<file path="src/design/bfc_pkg.sv">
package bfc_pkg;
  // frame geometry
  localparam int FRAME_BYTES = 12;
  localparam int SUM_BYTES = 11;
  localparam logic [3:0] LAST_IDX = 4'hb;
  localparam logic [7:0] RSVD_BYTE = 8'h00;
  // general command set
  localparam logic [15:0] CMD_PING = 16'hfe01;
  localparam logic [15:0] CMD_IDENT = 16'hfe02;
  localparam logic [15:0] CMD_HW_VERSION_QUERY = 16'hfe06;
  localparam logic [15:0] CMD_FW_VERSION_QUERY = 16'hfe07;
  localparam logic [15:0] CMD_SERIAL_NUMBER_QUERY = 16'hfe08;
  localparam logic [15:0] CMD_NAME_TEXT_QUERY = 16'hfe09;
  localparam logic [7:0] REQ_HIGH = 8'hfe;
  localparam logic [7:0] ANS_HIGH = 8'hff;
  localparam logic [63:0] INDEX_MAX = 64'h0000_0000_0000_00ff;
  // status and fault word commands
  localparam logic [15:0] CMD_STATUS_WORD_QUERY = 16'h0010;
  localparam logic [15:0] CMD_STATUS_WORD_UPDATE = 16'h0011;
  localparam logic [15:0] CMD_FAULT_WORD_QUERY = 16'h0012;
  // error answers
  localparam logic [15:0] RECEIVE_FAIL_REPLY = 16'hff10;
  localparam logic [15:0] REPEAT_REPLY = 16'hff11;
  localparam logic [15:0] BAD_ARGUMENT_REPLY = 16'hff12;
  localparam logic [15:0] UNKNOWN_CODE_REPLY = 16'hff13;
  localparam logic [2:0] REPEAT_LIMIT = 3'h4;
  // laser status word fields
  localparam int ST_NO_FAULT_FLAG = 0;
  localparam int ST_BOOT_DEFAULTS_ENABLE = 1;
  localparam int ST_DEFAULTS_TRIGGER_A = 2;
  localparam int ST_DEFAULTS_TRIGGER_B = 3;
  localparam logic ST_BOOT_RESET = 1'b0;
  // fault word fields
  localparam int FLT_BITS = 5;
  // identity values, arbitrary
  localparam logic [63:0] IDENT_VALUE = 64'h0000_0000_0000_0a5a;
  localparam logic [63:0] HW_VERSION = 64'h0000_0000_0000_0001;
  localparam logic [63:0] FW_VERSION = 64'h0000_0000_0000_0001;
  localparam logic [63:0] SERIAL_BASE = 64'h0000_0000_0000_1000;
  localparam logic [63:0] NAME_BASE = 64'h0000_0000_0000_2000;
  // inter-byte timeout
  localparam int TIMEOUT_CYCLES = 1250;

  typedef struct packed {
    logic [15:0] cmd;
    logic [63:0] param;
  } bfc_frame_t;

  typedef struct packed {
    logic cooler_supply_fault;
    logic diode_supply_fault;
    logic defaults_crc_fault;
    logic panel_driver_crc_fault;
    logic config_crc_fault;
  } bfc_fault_t;

  typedef enum logic [1:0] {
    ST_RECV = 2'b00,
    ST_DECIDE = 2'b01,
    ST_SEND = 2'b11
  } bfc_state_t;
endpackage : bfc_pkg

</file>
<file path="src/design/bfc_handler.sv">
// Functional notes
// 12-byte frames back to back, else timeout
// command, parameter, reserved, checksum, MSB first
// checksum is XOR of first 11 bytes
// every good frame gets a 12-byte answer
// no answer means host should retransmit
// bad parameter answers 0xFF12, zero parameter
// unknown command answers 0xFF13, zero parameter
// broken frame answers 0xFF11, up to four
// fifth broken frame answers 0xFF10
// error answers carry zero parameter
// general set 0xFE01-0xFE09 answers 0xFFxx
// serial/name take 0-255, others zero
// status word readable and writable
// status bit 0 reads no fault pending
// status bit 1 loads defaults at start-up
// status bit 2 write triggers defaults load
// status bit 3 write triggers defaults save
// fault word read-only, bits 5-31 reserved
// fault bits 0-2 are CRC failures
// fault bits 3-4 are supply range failures
// inter-byte timeout is a cycle parameter
// no fault flag is NOR of faults
// reserved bits zero, read-only writes ignored
module bfc_handler #(
  parameter int TIMEOUT_CYCLES = bfc_pkg::TIMEOUT_CYCLES
) (
  input wire logic mclk_in, // 125 MHz device clock
  input wire logic rst_in, // synchronous reset, high
  input wire logic [7:0] rx_data_in, // received byte
  input wire logic rx_valid_in, // received byte strobe
  output logic [7:0] tx_data_out, // answer byte
  output logic tx_valid_out, // answer byte valid
  input wire logic tx_ready_in, // link takes answer byte
  input bfc_pkg::bfc_fault_t fault_in, // monitored fault levels
  input wire logic stored_boot_enable_in, // nonvolatile boot flag
  output logic boot_defaults_enable_out, // status bit 1
  output logic load_defaults_out, // one-cycle load pulse
  output logic save_defaults_out // one-cycle save pulse
);

  // frame engine state; idx_q counts bytes on the way in and on the way out
  bfc_pkg::bfc_state_t state_q, state_d;
  logic [3:0] idx_q, idx_d;
  logic [15:0] tmo_q, tmo_d;
  logic [7:0] sum_q, sum_d;
  logic sum_ok_q, sum_ok_d;
  bfc_pkg::bfc_frame_t rx_q, rx_d;
  logic [95:0] ans_q, ans_d;
  logic [2:0] rep_q, rep_d;
  logic boot_q, boot_d;
  logic start_q, start_d;
  logic load_q, load_d;
  logic save_q, save_d;
  bfc_pkg::bfc_fault_t flt_q, flt_d;
  logic [31:0] status_word;
  logic [31:0] fault_word;
  logic no_fault;
  bfc_pkg::bfc_frame_t reply;
  logic bad_arg;
  logic known;
  logic [7:0] reply_sum;
  logic [95:0] reply_bytes;

  // last count of the gap timer: a gap of TIMEOUT_CYCLES idle cycles drops the frame
  localparam logic [15:0] TMO_LAST = 16'(TIMEOUT_CYCLES - 1);

  // fault word mirrors the monitored levels, upper bits reserved
  // one register stage keeps the answer stable while it is built
  always_ff @(posedge mclk_in) begin
    if (rst_in) begin
      flt_q <= '0;
    end else begin
      flt_q <= flt_d;
    end
  end

  // read views of the two words
  always_comb begin
    // levels, not sticky: a fault bit clears when its input does
    flt_d = fault_in;
    fault_word = {{(32 - bfc_pkg::FLT_BITS){1'b0}}, flt_q};
    // only the defined fault bits count, reserved bits never raise it
    no_fault = ~(|flt_q);
    status_word = '0;
    status_word[bfc_pkg::ST_NO_FAULT_FLAG] = no_fault;
    status_word[bfc_pkg::ST_BOOT_DEFAULTS_ENABLE] = boot_q;
    // trigger bits always read zero
  end

  // decode the captured frame into an answer
  always_comb begin
    reply.cmd = {bfc_pkg::ANS_HIGH, rx_q.cmd[7:0]};
    reply.param = '0;
    bad_arg = 1'b0;
    known = 1'b1;
    case (rx_q.cmd)
      bfc_pkg::CMD_PING: begin
        bad_arg = (rx_q.param != '0);
      end
      bfc_pkg::CMD_IDENT: begin
        bad_arg = (rx_q.param != '0);
        reply.param = bfc_pkg::IDENT_VALUE;
      end
      bfc_pkg::CMD_HW_VERSION_QUERY: begin
        bad_arg = (rx_q.param != '0);
        reply.param = bfc_pkg::HW_VERSION;
      end
      bfc_pkg::CMD_FW_VERSION_QUERY: begin
        bad_arg = (rx_q.param != '0);
        reply.param = bfc_pkg::FW_VERSION;
      end
      bfc_pkg::CMD_SERIAL_NUMBER_QUERY: begin
        bad_arg = (rx_q.param > bfc_pkg::INDEX_MAX);
        reply.param = bfc_pkg::SERIAL_BASE | rx_q.param;
      end
      bfc_pkg::CMD_NAME_TEXT_QUERY: begin
        bad_arg = (rx_q.param > bfc_pkg::INDEX_MAX);
        reply.param = bfc_pkg::NAME_BASE | rx_q.param;
      end
      bfc_pkg::CMD_STATUS_WORD_QUERY: begin
        bad_arg = (rx_q.param != '0);
        reply.cmd = rx_q.cmd;
        reply.param = {32'h0000_0000, status_word};
      end
      bfc_pkg::CMD_STATUS_WORD_UPDATE: begin
        // only a 32-bit value is meaningful
        bad_arg = (rx_q.param[63:32] != '0);
        reply.cmd = rx_q.cmd;
        reply.param = rx_q.param;
      end
      bfc_pkg::CMD_FAULT_WORD_QUERY: begin
        bad_arg = (rx_q.param != '0);
        reply.cmd = rx_q.cmd;
        reply.param = {32'h0000_0000, fault_word};
      end
      default: begin
        // anything outside the decoded set falls to the unknown answer
        known = 1'b0;
      end
    endcase
    // the checksum is judged before the command, since a broken frame
    // may carry any code; error answers override what the case chose
    if (!sum_ok_q) begin
      // broken frame: repeat until the limit, then give up
      if (rep_q < bfc_pkg::REPEAT_LIMIT) begin
        reply.cmd = bfc_pkg::REPEAT_REPLY;
      end else begin
        reply.cmd = bfc_pkg::RECEIVE_FAIL_REPLY;
      end
      reply.param = '0;
    end else if (!known) begin
      reply.cmd = bfc_pkg::UNKNOWN_CODE_REPLY;
      reply.param = '0;
    end else if (bad_arg) begin
      reply.cmd = bfc_pkg::BAD_ARGUMENT_REPLY;
      reply.param = '0;
    end
  end

  // answer checksum over command, parameter and reserved byte
  // the reserved byte only seeds the running xor, the ten others fold in
  always_comb begin
    reply_sum = bfc_pkg::RSVD_BYTE;
    for (int i = 0; i < 10; i++) begin
      reply_sum = reply_sum ^ reply[8 * i +: 8];
    end
    reply_bytes = {reply, bfc_pkg::RSVD_BYTE, reply_sum};
  end

  // next-state logic for receive, decide and send
  always_comb begin
    state_d = state_q;
    idx_d = idx_q;
    tmo_d = tmo_q;
    sum_d = sum_q;
    sum_ok_d = sum_ok_q;
    rx_d = rx_q;
    ans_d = ans_q;
    rep_d = rep_q;
    boot_d = boot_q;
    start_d = 1'b0;
    load_d = 1'b0;
    save_d = 1'b0;
    if (start_q) begin
      // stored flag is caught after reset release, not under reset
      // no status update can collide: no frame is complete this early
      boot_d = stored_boot_enable_in;
      load_d = stored_boot_enable_in;
    end
    case (state_q)
      bfc_pkg::ST_RECV: begin
        // the reserved byte is summed but not checked, so a host that
        // sends junk there still gets an answer if the checksum holds
        if (rx_valid_in) begin
          // every byte restarts the gap timer, the last one too
          tmo_d = '0;
          if (idx_q == bfc_pkg::LAST_IDX) begin
            sum_ok_d = (sum_q == rx_data_in);
            idx_d = '0;
            state_d = bfc_pkg::ST_DECIDE;
          end else begin
            sum_d = sum_q ^ rx_data_in;
            idx_d = idx_q + 4'h1;
            // bytes 1..10 shift in MSB first, byte 11 is reserved
            if (idx_q < 4'ha) begin
              rx_d = {rx_q[71:0], rx_data_in};
            end
          end
        end else if (idx_q != '0) begin
          // a gap mid-frame drops the partial frame silently
          if (tmo_q == TMO_LAST) begin
            idx_d = '0;
            sum_d = '0;
            tmo_d = '0;
          end else begin
            tmo_d = tmo_q + 16'h0001;
          end
        end
      end
      bfc_pkg::ST_DECIDE: begin
        // one cycle to latch the answer puts the decode between two
        // registers, at the cost of one cycle of latency per frame
        ans_d = reply_bytes;
        sum_d = '0;
        if (!sum_ok_q) begin
          if (rep_q < bfc_pkg::REPEAT_LIMIT) begin
            rep_d = rep_q + 3'h1;
          end else begin
            rep_d = '0;
          end
        end else begin
          // a good frame starts the repeat count afresh
          rep_d = '0;
          if (known && !bad_arg && rx_q.cmd == bfc_pkg::CMD_STATUS_WORD_UPDATE) begin
            // read-only and reserved bits are dropped
            boot_d = rx_q.param[bfc_pkg::ST_BOOT_DEFAULTS_ENABLE];
            load_d = rx_q.param[bfc_pkg::ST_DEFAULTS_TRIGGER_A];
            save_d = rx_q.param[bfc_pkg::ST_DEFAULTS_TRIGGER_B];
          end
        end
        state_d = bfc_pkg::ST_SEND;
      end
      bfc_pkg::ST_SEND: begin
        // incoming bytes are ignored while answering
        // each byte stands until the link raises ready, none is dropped
        if (tx_ready_in) begin
          ans_d = {ans_q[87:0], 8'h00};
          if (idx_q == bfc_pkg::LAST_IDX) begin
            idx_d = '0;
            state_d = bfc_pkg::ST_RECV;
          end else begin
            idx_d = idx_q + 4'h1;
          end
        end
      end
      default: begin
        state_d = bfc_pkg::ST_RECV;
        idx_d = '0;
      end
    endcase
  end

  // registers of the frame engine
  // start_q marks the first cycle after reset for the boot flag
  always_ff @(posedge mclk_in) begin
    if (rst_in) begin
      state_q <= bfc_pkg::ST_RECV;
      idx_q <= '0;
      tmo_q <= '0;
      sum_q <= '0;
      sum_ok_q <= 1'b0;
      rx_q <= '0;
      ans_q <= '0;
      rep_q <= '0;
      boot_q <= bfc_pkg::ST_BOOT_RESET;
      start_q <= 1'b1;
      load_q <= 1'b0;
      save_q <= 1'b0;
    end else begin
      state_q <= state_d;
      idx_q <= idx_d;
      tmo_q <= tmo_d;
      sum_q <= sum_d;
      sum_ok_q <= sum_ok_d;
      rx_q <= rx_d;
      ans_q <= ans_d;
      rep_q <= rep_d;
      boot_q <= boot_d;
      start_q <= start_d;
      load_q <= load_d;
      save_q <= save_d;
    end
  end

  // outputs
  // valid is decoded from the state register alone, so it cannot glitch
  assign tx_data_out = ans_q[95:88];
  assign tx_valid_out = (state_q == bfc_pkg::ST_SEND);
  assign boot_defaults_enable_out = boot_q;
  assign load_defaults_out = load_q;
  assign save_defaults_out = save_q;

endmodule : bfc_handler

</file>
<file path="config.mk">
export PLATFORM = sky130hd
export DESIGN_NAME = bfc_handler
export DESIGN_NICKNAME = d
export VERILOG_FILES = /design/src/design/bfc_pkg.sv /design/src/design/bfc_handler.sv
export SDC_FILE = /design/constraint.sdc
export NUM_CORES = 1
export LEC_CHECK = 0
export BUFFER_PORTS_ARGS = -buffer_cell sky130_fd_sc_hd__buf_2
export CAP_MARGIN = 20
export CORE_MARGIN = 3
export CORE_UTILIZATION = 32
export CTS_BUF_LIST = sky130_fd_sc_hd__clkbuf_8 sky130_fd_sc_hd__clkbuf_16
export DETAILED_ROUTE_END_ITERATION = 8
export GPL_TIMING_DRIVEN = 1
export SKIP_CTS_REPAIR_TIMING = 1
export SLEW_MARGIN = 10
export SYNTH_ARGS = -nofsm -noshare
export SYNTH_HDL_FRONTEND = slang
export SYNTH_SLANG_ARGS = --single-unit
</file>
<file path="constraint.sdc">
create_clock -name mclk_in -period 3.45 [get_ports mclk_in]
set_clock_uncertainty 0.1 [all_clocks]
set_input_delay 0.5175 -clock mclk_in [delete_from_list [all_inputs] [get_ports mclk_in]]
set_output_delay 0.5175 -clock mclk_in [all_outputs]
set_load 0.03 [all_outputs]
</file>
==> metrics.cfg, run 1 <==
[logic_synthesis]
seq_area_frac_synth_pct = 44.23
yosysMostFrequentCell = nand2_1
async_flop_share_pct = 0
synthFlopType = dfxtp_1
synth_area_leaders = dfxtp_1, a21oi_1, nand2_1, nor2_1, a22oi_1
synthCells = 1257
syn_nets = 1283
synth_area_mm2 = 0.009913
synth_largest_area_cell = dfxtp_1
avgSynthCellArea_um2 = 7.886
synth_cell_types = 73
ys_ff_latch = 219
yosysWarnings = 0
synth-edff-count = 0
synthTopCellsByCount = nand2_1, dfxtp_1, a21oi_1, nor2_1, clkbuf_1
yosysTopAreaCellShare_pct = 44.23

[placed_design]
numPortBuffers = 29
dp.cells = 1617
detailed_place_hpwl_um = 18250
place_area_mm2 = 0.01045
routabilityCongestion = 0.9839
dp_slack_ns = 0.3808

[cts]
numCtsBuffers = 24
h-tree-depth = 1
cts_tree = done
cts.sinks = 219
clk_pin_slew_ns = 0.06
insertion_delay_ns = 0.53
cts_root_buf = clkbuf_16
clockBufferDepth = 3

[worst_setup_path]
crit_path_max_incr_delay_ns = 0.66
cp.arrival_ns = 3.45
critPathKind = reg2reg
startpoint_type = register
required_ns = 3.82
crit_chain = or4b_2, or4_1, o21a_1, o22a_1, o21ai_2, nor3_1, buf_4, a2bb2oi_1, nor2_1
worstPathMaxFanout = 14
endpoint_kind = register
cpMaxStageDelayCell = or4b_2

[floorplanning]
die_height_um = 182.0
dieArea_mm2 = 0.03313
io-pin-count = 30
die_w_um = 182.0
rows = 63
initial_utilization_pct = 32.92
core_mm2 = 0.03011

[sta]
hold_violations = 0
tns_ns = 0
tightest_slew_ns = 0.8532
setup_viol = 0
finalWorstSetupSlack_ns = 0.3632
rsz0062_at_grt = false
drv_slew = 0
fin_crit_ns = 3.087
fmax_ghz = 0.3240
slew_headroom_pct = 43.12
fin_crit_sh_pct = 89.47

[global_route]
grt-ovfl-total = 0
grt_pass1_wl_um = 43720
antenna_found_initial = 0
gr-usage-all-layers_pct = 15.67
grt_pass1_vias = 8145
grt_max_degree = 129

[drt]
vias_per_cell = 5.338
dr.first_iter.drc_count = 707
drc = 0
postRouteAntennaNets = 0
vias = 8866
wl_um = 26810
drtPass1Iterations = 5
wl_per_cell_um = 16.14

[finish]
seqCellArea_mm2 = 0.004384
fillCellCount = 3187
design_area_mm2 = 0.01124
diodes = 0
multiInputGateArea_mm2 = 0.005062
area_growth_pct = 13.40
nets = 1279
drive_above_1_share_pct = 9.835
final_cells = 1661

[job]
maxCapViolCount = 0

[status]
outcome = complete, no violations

[pwr]
cellLeakagePower_nw = 3.939
power_density_mw_per_mm2 = 472.6
peakVddDrop_uv = 300.5

[hold_path]
hold_class = in2reg

[state kept, by name, summed over array words and instances (netlist names)]
name / cells
start_q: 1
rep_q: 3
boot_defaults_enable_out: 1
load_defaults_out: 1
ans_q: 96
state_q: 2
tmo_q: 16
fault_word: 5
rx_q: 80
sum_q: 8
sum_ok_q: 1
save_defaults_out: 1
idx_q: 4
[layout by cell type, fill, tap and decap left out, drive strengths merged, types with 10 or more instances in the layout]
cell	instances
nor4	29
inv	28
nor2	155
dfxtp	219
xnor2	13
o21ai	30
nand4	11
nand2	221
clkbuf	27
nor3	32
nand3	18
or4	10
xor2	19
a22oi	61
a21oi	175
buf	61
[report_power, final]
part | internal, mW | switching [mW]
Clock | 1.49 | 1.05
Combinational | 0.0596 | 0.148
Sequential | 2.55 | 0.0235
[cell type report]
cell class                 instances  area share [%]
timing repair buffer              61           3.817
clock inverter                    17           1.336
sequential                       219           39.00
tap                              390           4.341
inverter                          23          0.7679
clock buffer                      27           5.710
multi-input combinational        924           45.03
[path summary, 6_finish.rpt]
| path | startpoint | endpoint | slack, ns | cells after the start |
|---|---|---|---|---|
| max reg2reg | rx_q[67] | ans_q[93] | 0.36 | 9 |
| min | fault_in[1] | fault_word[1] | 0.12 | 2 |
| max | rx_q[67] | ans_q[93] | 0.36 | 9 |
| min reg2reg | ans_q[6] | ans_q[6] | 0.35 | 2 |
[per-layer routing]
layer  up-vias  part of all wire (%)  track usage (%)
li1       4427                     -                -
met1      4169                    48            22.87
met2       231                    45            24.44
met3        39                   4.9            2.183
met4         0                   2.2            3.778
met5         -                     0                0
[cell families after synthesis]
kind of cell    after synthesis  synth area share (%)
compound gates              337                 21.03
fa+ha+maj                     8                 1.010
mux                           7                0.7320
flops                       219                 44.23
simple gates                540                 25.29
xor+xnor                     32                 2.827
buf+inv                     114                 4.884
[critical path, delay by kind of cell (launching register included)]
kind	cells	cell delay, ns
AND/OR/NAND/NOR	4	1.40
AO/OA/AOI/OAI	4	1.00
flip-flops	1	0.34
buffers and inverters	1	0.20
[per-stage QoR]
| stage | power, mW | hold WS (ns) | util, % |
|---|---|---|---|
| floorplan | 2.759 | 0.3229 | - |
| global placement | 2.838 | 0.3376 | 34.70 |
| detailed placement | 2.838 | 0.3431 | 34.70 |
| CTS | 5.372 | 0.09961 | 37.33 |
| global route | 5.496 | 0.1279 | 37.33 |
| finish | 5.313 | 0.1189 | 37.33 |
Power figures use the tool's default switching activity.
==> run 2, diff against run 1 <==
PLACE_DENSITY = 0.54   (was not set)
==> metrics.cfg, run 2 (synthesis results as in run 1) <==
[drt]
wl_per_cell_um = 16.67  ; was 16.14 um
vias_per_cell = 5.312  ; was 5.338
dr.first_iter.drc_count = 635  ; was 707
wl_um = 27890  ; was 26810 um
vias = 8887  ; was 8866
postRouteAntennaNets = 0  ; unchanged
drc = 0  ; unchanged
drtPass1Iterations = 5  ; unchanged

[placed_design]
dp_slack_ns = 0.1344  ; was 0.3808 ns
numPortBuffers = 29  ; unchanged
routabilityCongestion = 0.9478  ; was 0.9839
detailed_place_hpwl_um = 19160  ; was 18250 um

[cts]
clockBufferDepth = 3  ; unchanged
clk_pin_slew_ns = 0.06  ; about the same
numCtsBuffers = 24  ; unchanged
cts_tree = done  ; unchanged
cts.sinks = 219  ; unchanged
cts_root_buf = clkbuf_16  ; unchanged
h-tree-depth = 1  ; unchanged
insertion_delay_ns = 0.53  ; about the same

[floorplanning]
core_mm2 = 0.03011  ; unchanged
rows = 63  ; unchanged
die_w_um = 182.0  ; unchanged
dieArea_mm2 = 0.03313  ; unchanged
die_height_um = 182.0  ; unchanged
io-pin-count = 30  ; unchanged
initial_utilization_pct = 32.92  ; unchanged

[finish]
seqCellArea_mm2 = 0.004384  ; unchanged
registers.top_by_ff_count = ans_q  ; unchanged
nets = 1293  ; was 1279
final_cell_mix = nand2_1, dfxtp_1, a21oi_1, nor2_1, a22oi_1  ; unchanged
area_growth_pct = 13.64  ; was 13.40%
largestRegisters = ans_q x96, rx_q x80, tmo_q x16  ; unchanged
drive_above_1_share_pct = 10.52  ; was 9.835%
diodes = 0  ; unchanged
largest_reg_flops = 96  ; unchanged
multiInputGateArea_mm2 = 0.005062  ; unchanged
layout.cells.most_common = nand2_1  ; unchanged
fillCellCount = 3178  ; was 3187

[worst_setup_path]
worstPathMaxFanout = 12  ; was 14
path_delay_family = simple AND/OR/NAND/NOR gates  ; unchanged
startpoint_type = register  ; unchanged
cp.buffers_inverters = 0  ; was 1
endpoint_kind = register  ; unchanged
r2r-start = rx_q[71]  ; was rx_q[67]
cpMaxStageDelayCell = or4_4  ; was or4b_2
critPathKind = reg2reg  ; unchanged
crit_start = rx_q[71]  ; was rx_q[67]
cp.arrival_ns = 3.44  ; was 3.45 ns
crit_chain = or3_1, or4_4, nor4_4, o211a_1, a21oi_1, o211ai_1, mux2i_1, a211o_1  ; was or4b_2, or4_1, o21a_1, o22a_1, o21ai_2, nor3_1, buf_4, a2bb2oi_1, nor2_1
crit_path_max_incr_delay_ns = 0.59  ; was 0.66 ns
required_ns = 3.76  ; was 3.82 ns

[global_route]
grt-ovfl-total = 0  ; unchanged
gr-usage-all-layers_pct = 16.41  ; was 15.67%
grt_pass1_wl_um = 45420  ; was 43720 um
grt_pass1_vias = 8353  ; was 8145
grt_max_degree = 94  ; was 129
antenna_found_initial = 0  ; unchanged

[pwr]
power_density_mw_per_mm2 = 460.8  ; was 472.6 mW/mm^2
peakVddDrop_uv = 320.8  ; was 300.5 uV
p_total_mw = 5.191  ; was 5.313 mW
cellLeakagePower_nw = 3.986  ; was 3.939 nW

[sta]
fmax_ghz = 0.3194  ; was 0.3240 GHz
finalWorstSetupSlack_ns = 0.3187  ; was 0.3632 ns
hold_violations = 0  ; unchanged
slew_headroom_pct = 39.80  ; was 43.12%
whs_ns = 0.1300  ; was 0.1189 ns
drv_slew = 0  ; unchanged
rsz0062_at_grt = false  ; unchanged
fin_crit_sh_pct = 90.76  ; was 89.47%
tightest_slew_ns = 0.8991  ; was 0.8532 ns
tns_ns = 0  ; unchanged
fin_crit_ns = 3.131  ; was 3.087 ns
setup_viol = 0  ; unchanged

[hold_path]
holdCritStartpoint = fault_in[1]  ; unchanged
hold_class = in2reg  ; unchanged

[status]
outcome = complete, no violations  ; unchanged

[job]
maxCapViolCount = 0  ; unchanged

## run 2: changes by cell type in the layout (fill, tap and decap cells not counted), sizes merged
cell      delta
inv          +2
clkinvlp     -3
clkinv       -2
clkbuf       +4
bufinv       -2
buf         +13
## run 2: layout make-up
type / instances / area share [%]
Timing Repair Buffer: 75 / 4.409
Tap cell: 390 / 4.331
Inverter: 23 / 0.7663
Sequential cell: 219 / 38.92
Clock buffer: 30 / 6.064
Multi-Input combinational cell: 924 / 44.94
Clock inverter: 12 / 0.5775
## run 2: metal layers
metal | global-route usage, % | routed length, um
met5 | 0 | 0
met4 | 4.418 | 668
met3 | 2.244 | 1305
met2 | 25.12 | 12300
met1 | 24.17 | 13610
## run 2: worst paths after layout
kind,endpoint,depth (start not counted),slack [ns]
setup / recovery,ans_q[0],8,0.32
hold / removal,fault_word[1],2,0.13
setup reg to reg,ans_q[0],8,0.32
hold reg to reg,ans_q[6],2,0.35
## run 2: stage by stage
step                utilization [%]  instances  cell area [um^2]
floorplan                         -       1257              9913
global placement              34.90       1630             10510
detailed placement            34.90       1630             10510
CTS                           37.39       1672             11260
global route                  37.41       1673             11270
finish                        37.41       1673             11270
## run 2: where the power goes
part           leakage [nW]  internal, mW  switching (mW)
combinational          1.82        0.0601           0.154
clock                 0.395          1.39            1.02
sequential             1.77          2.55          0.0198
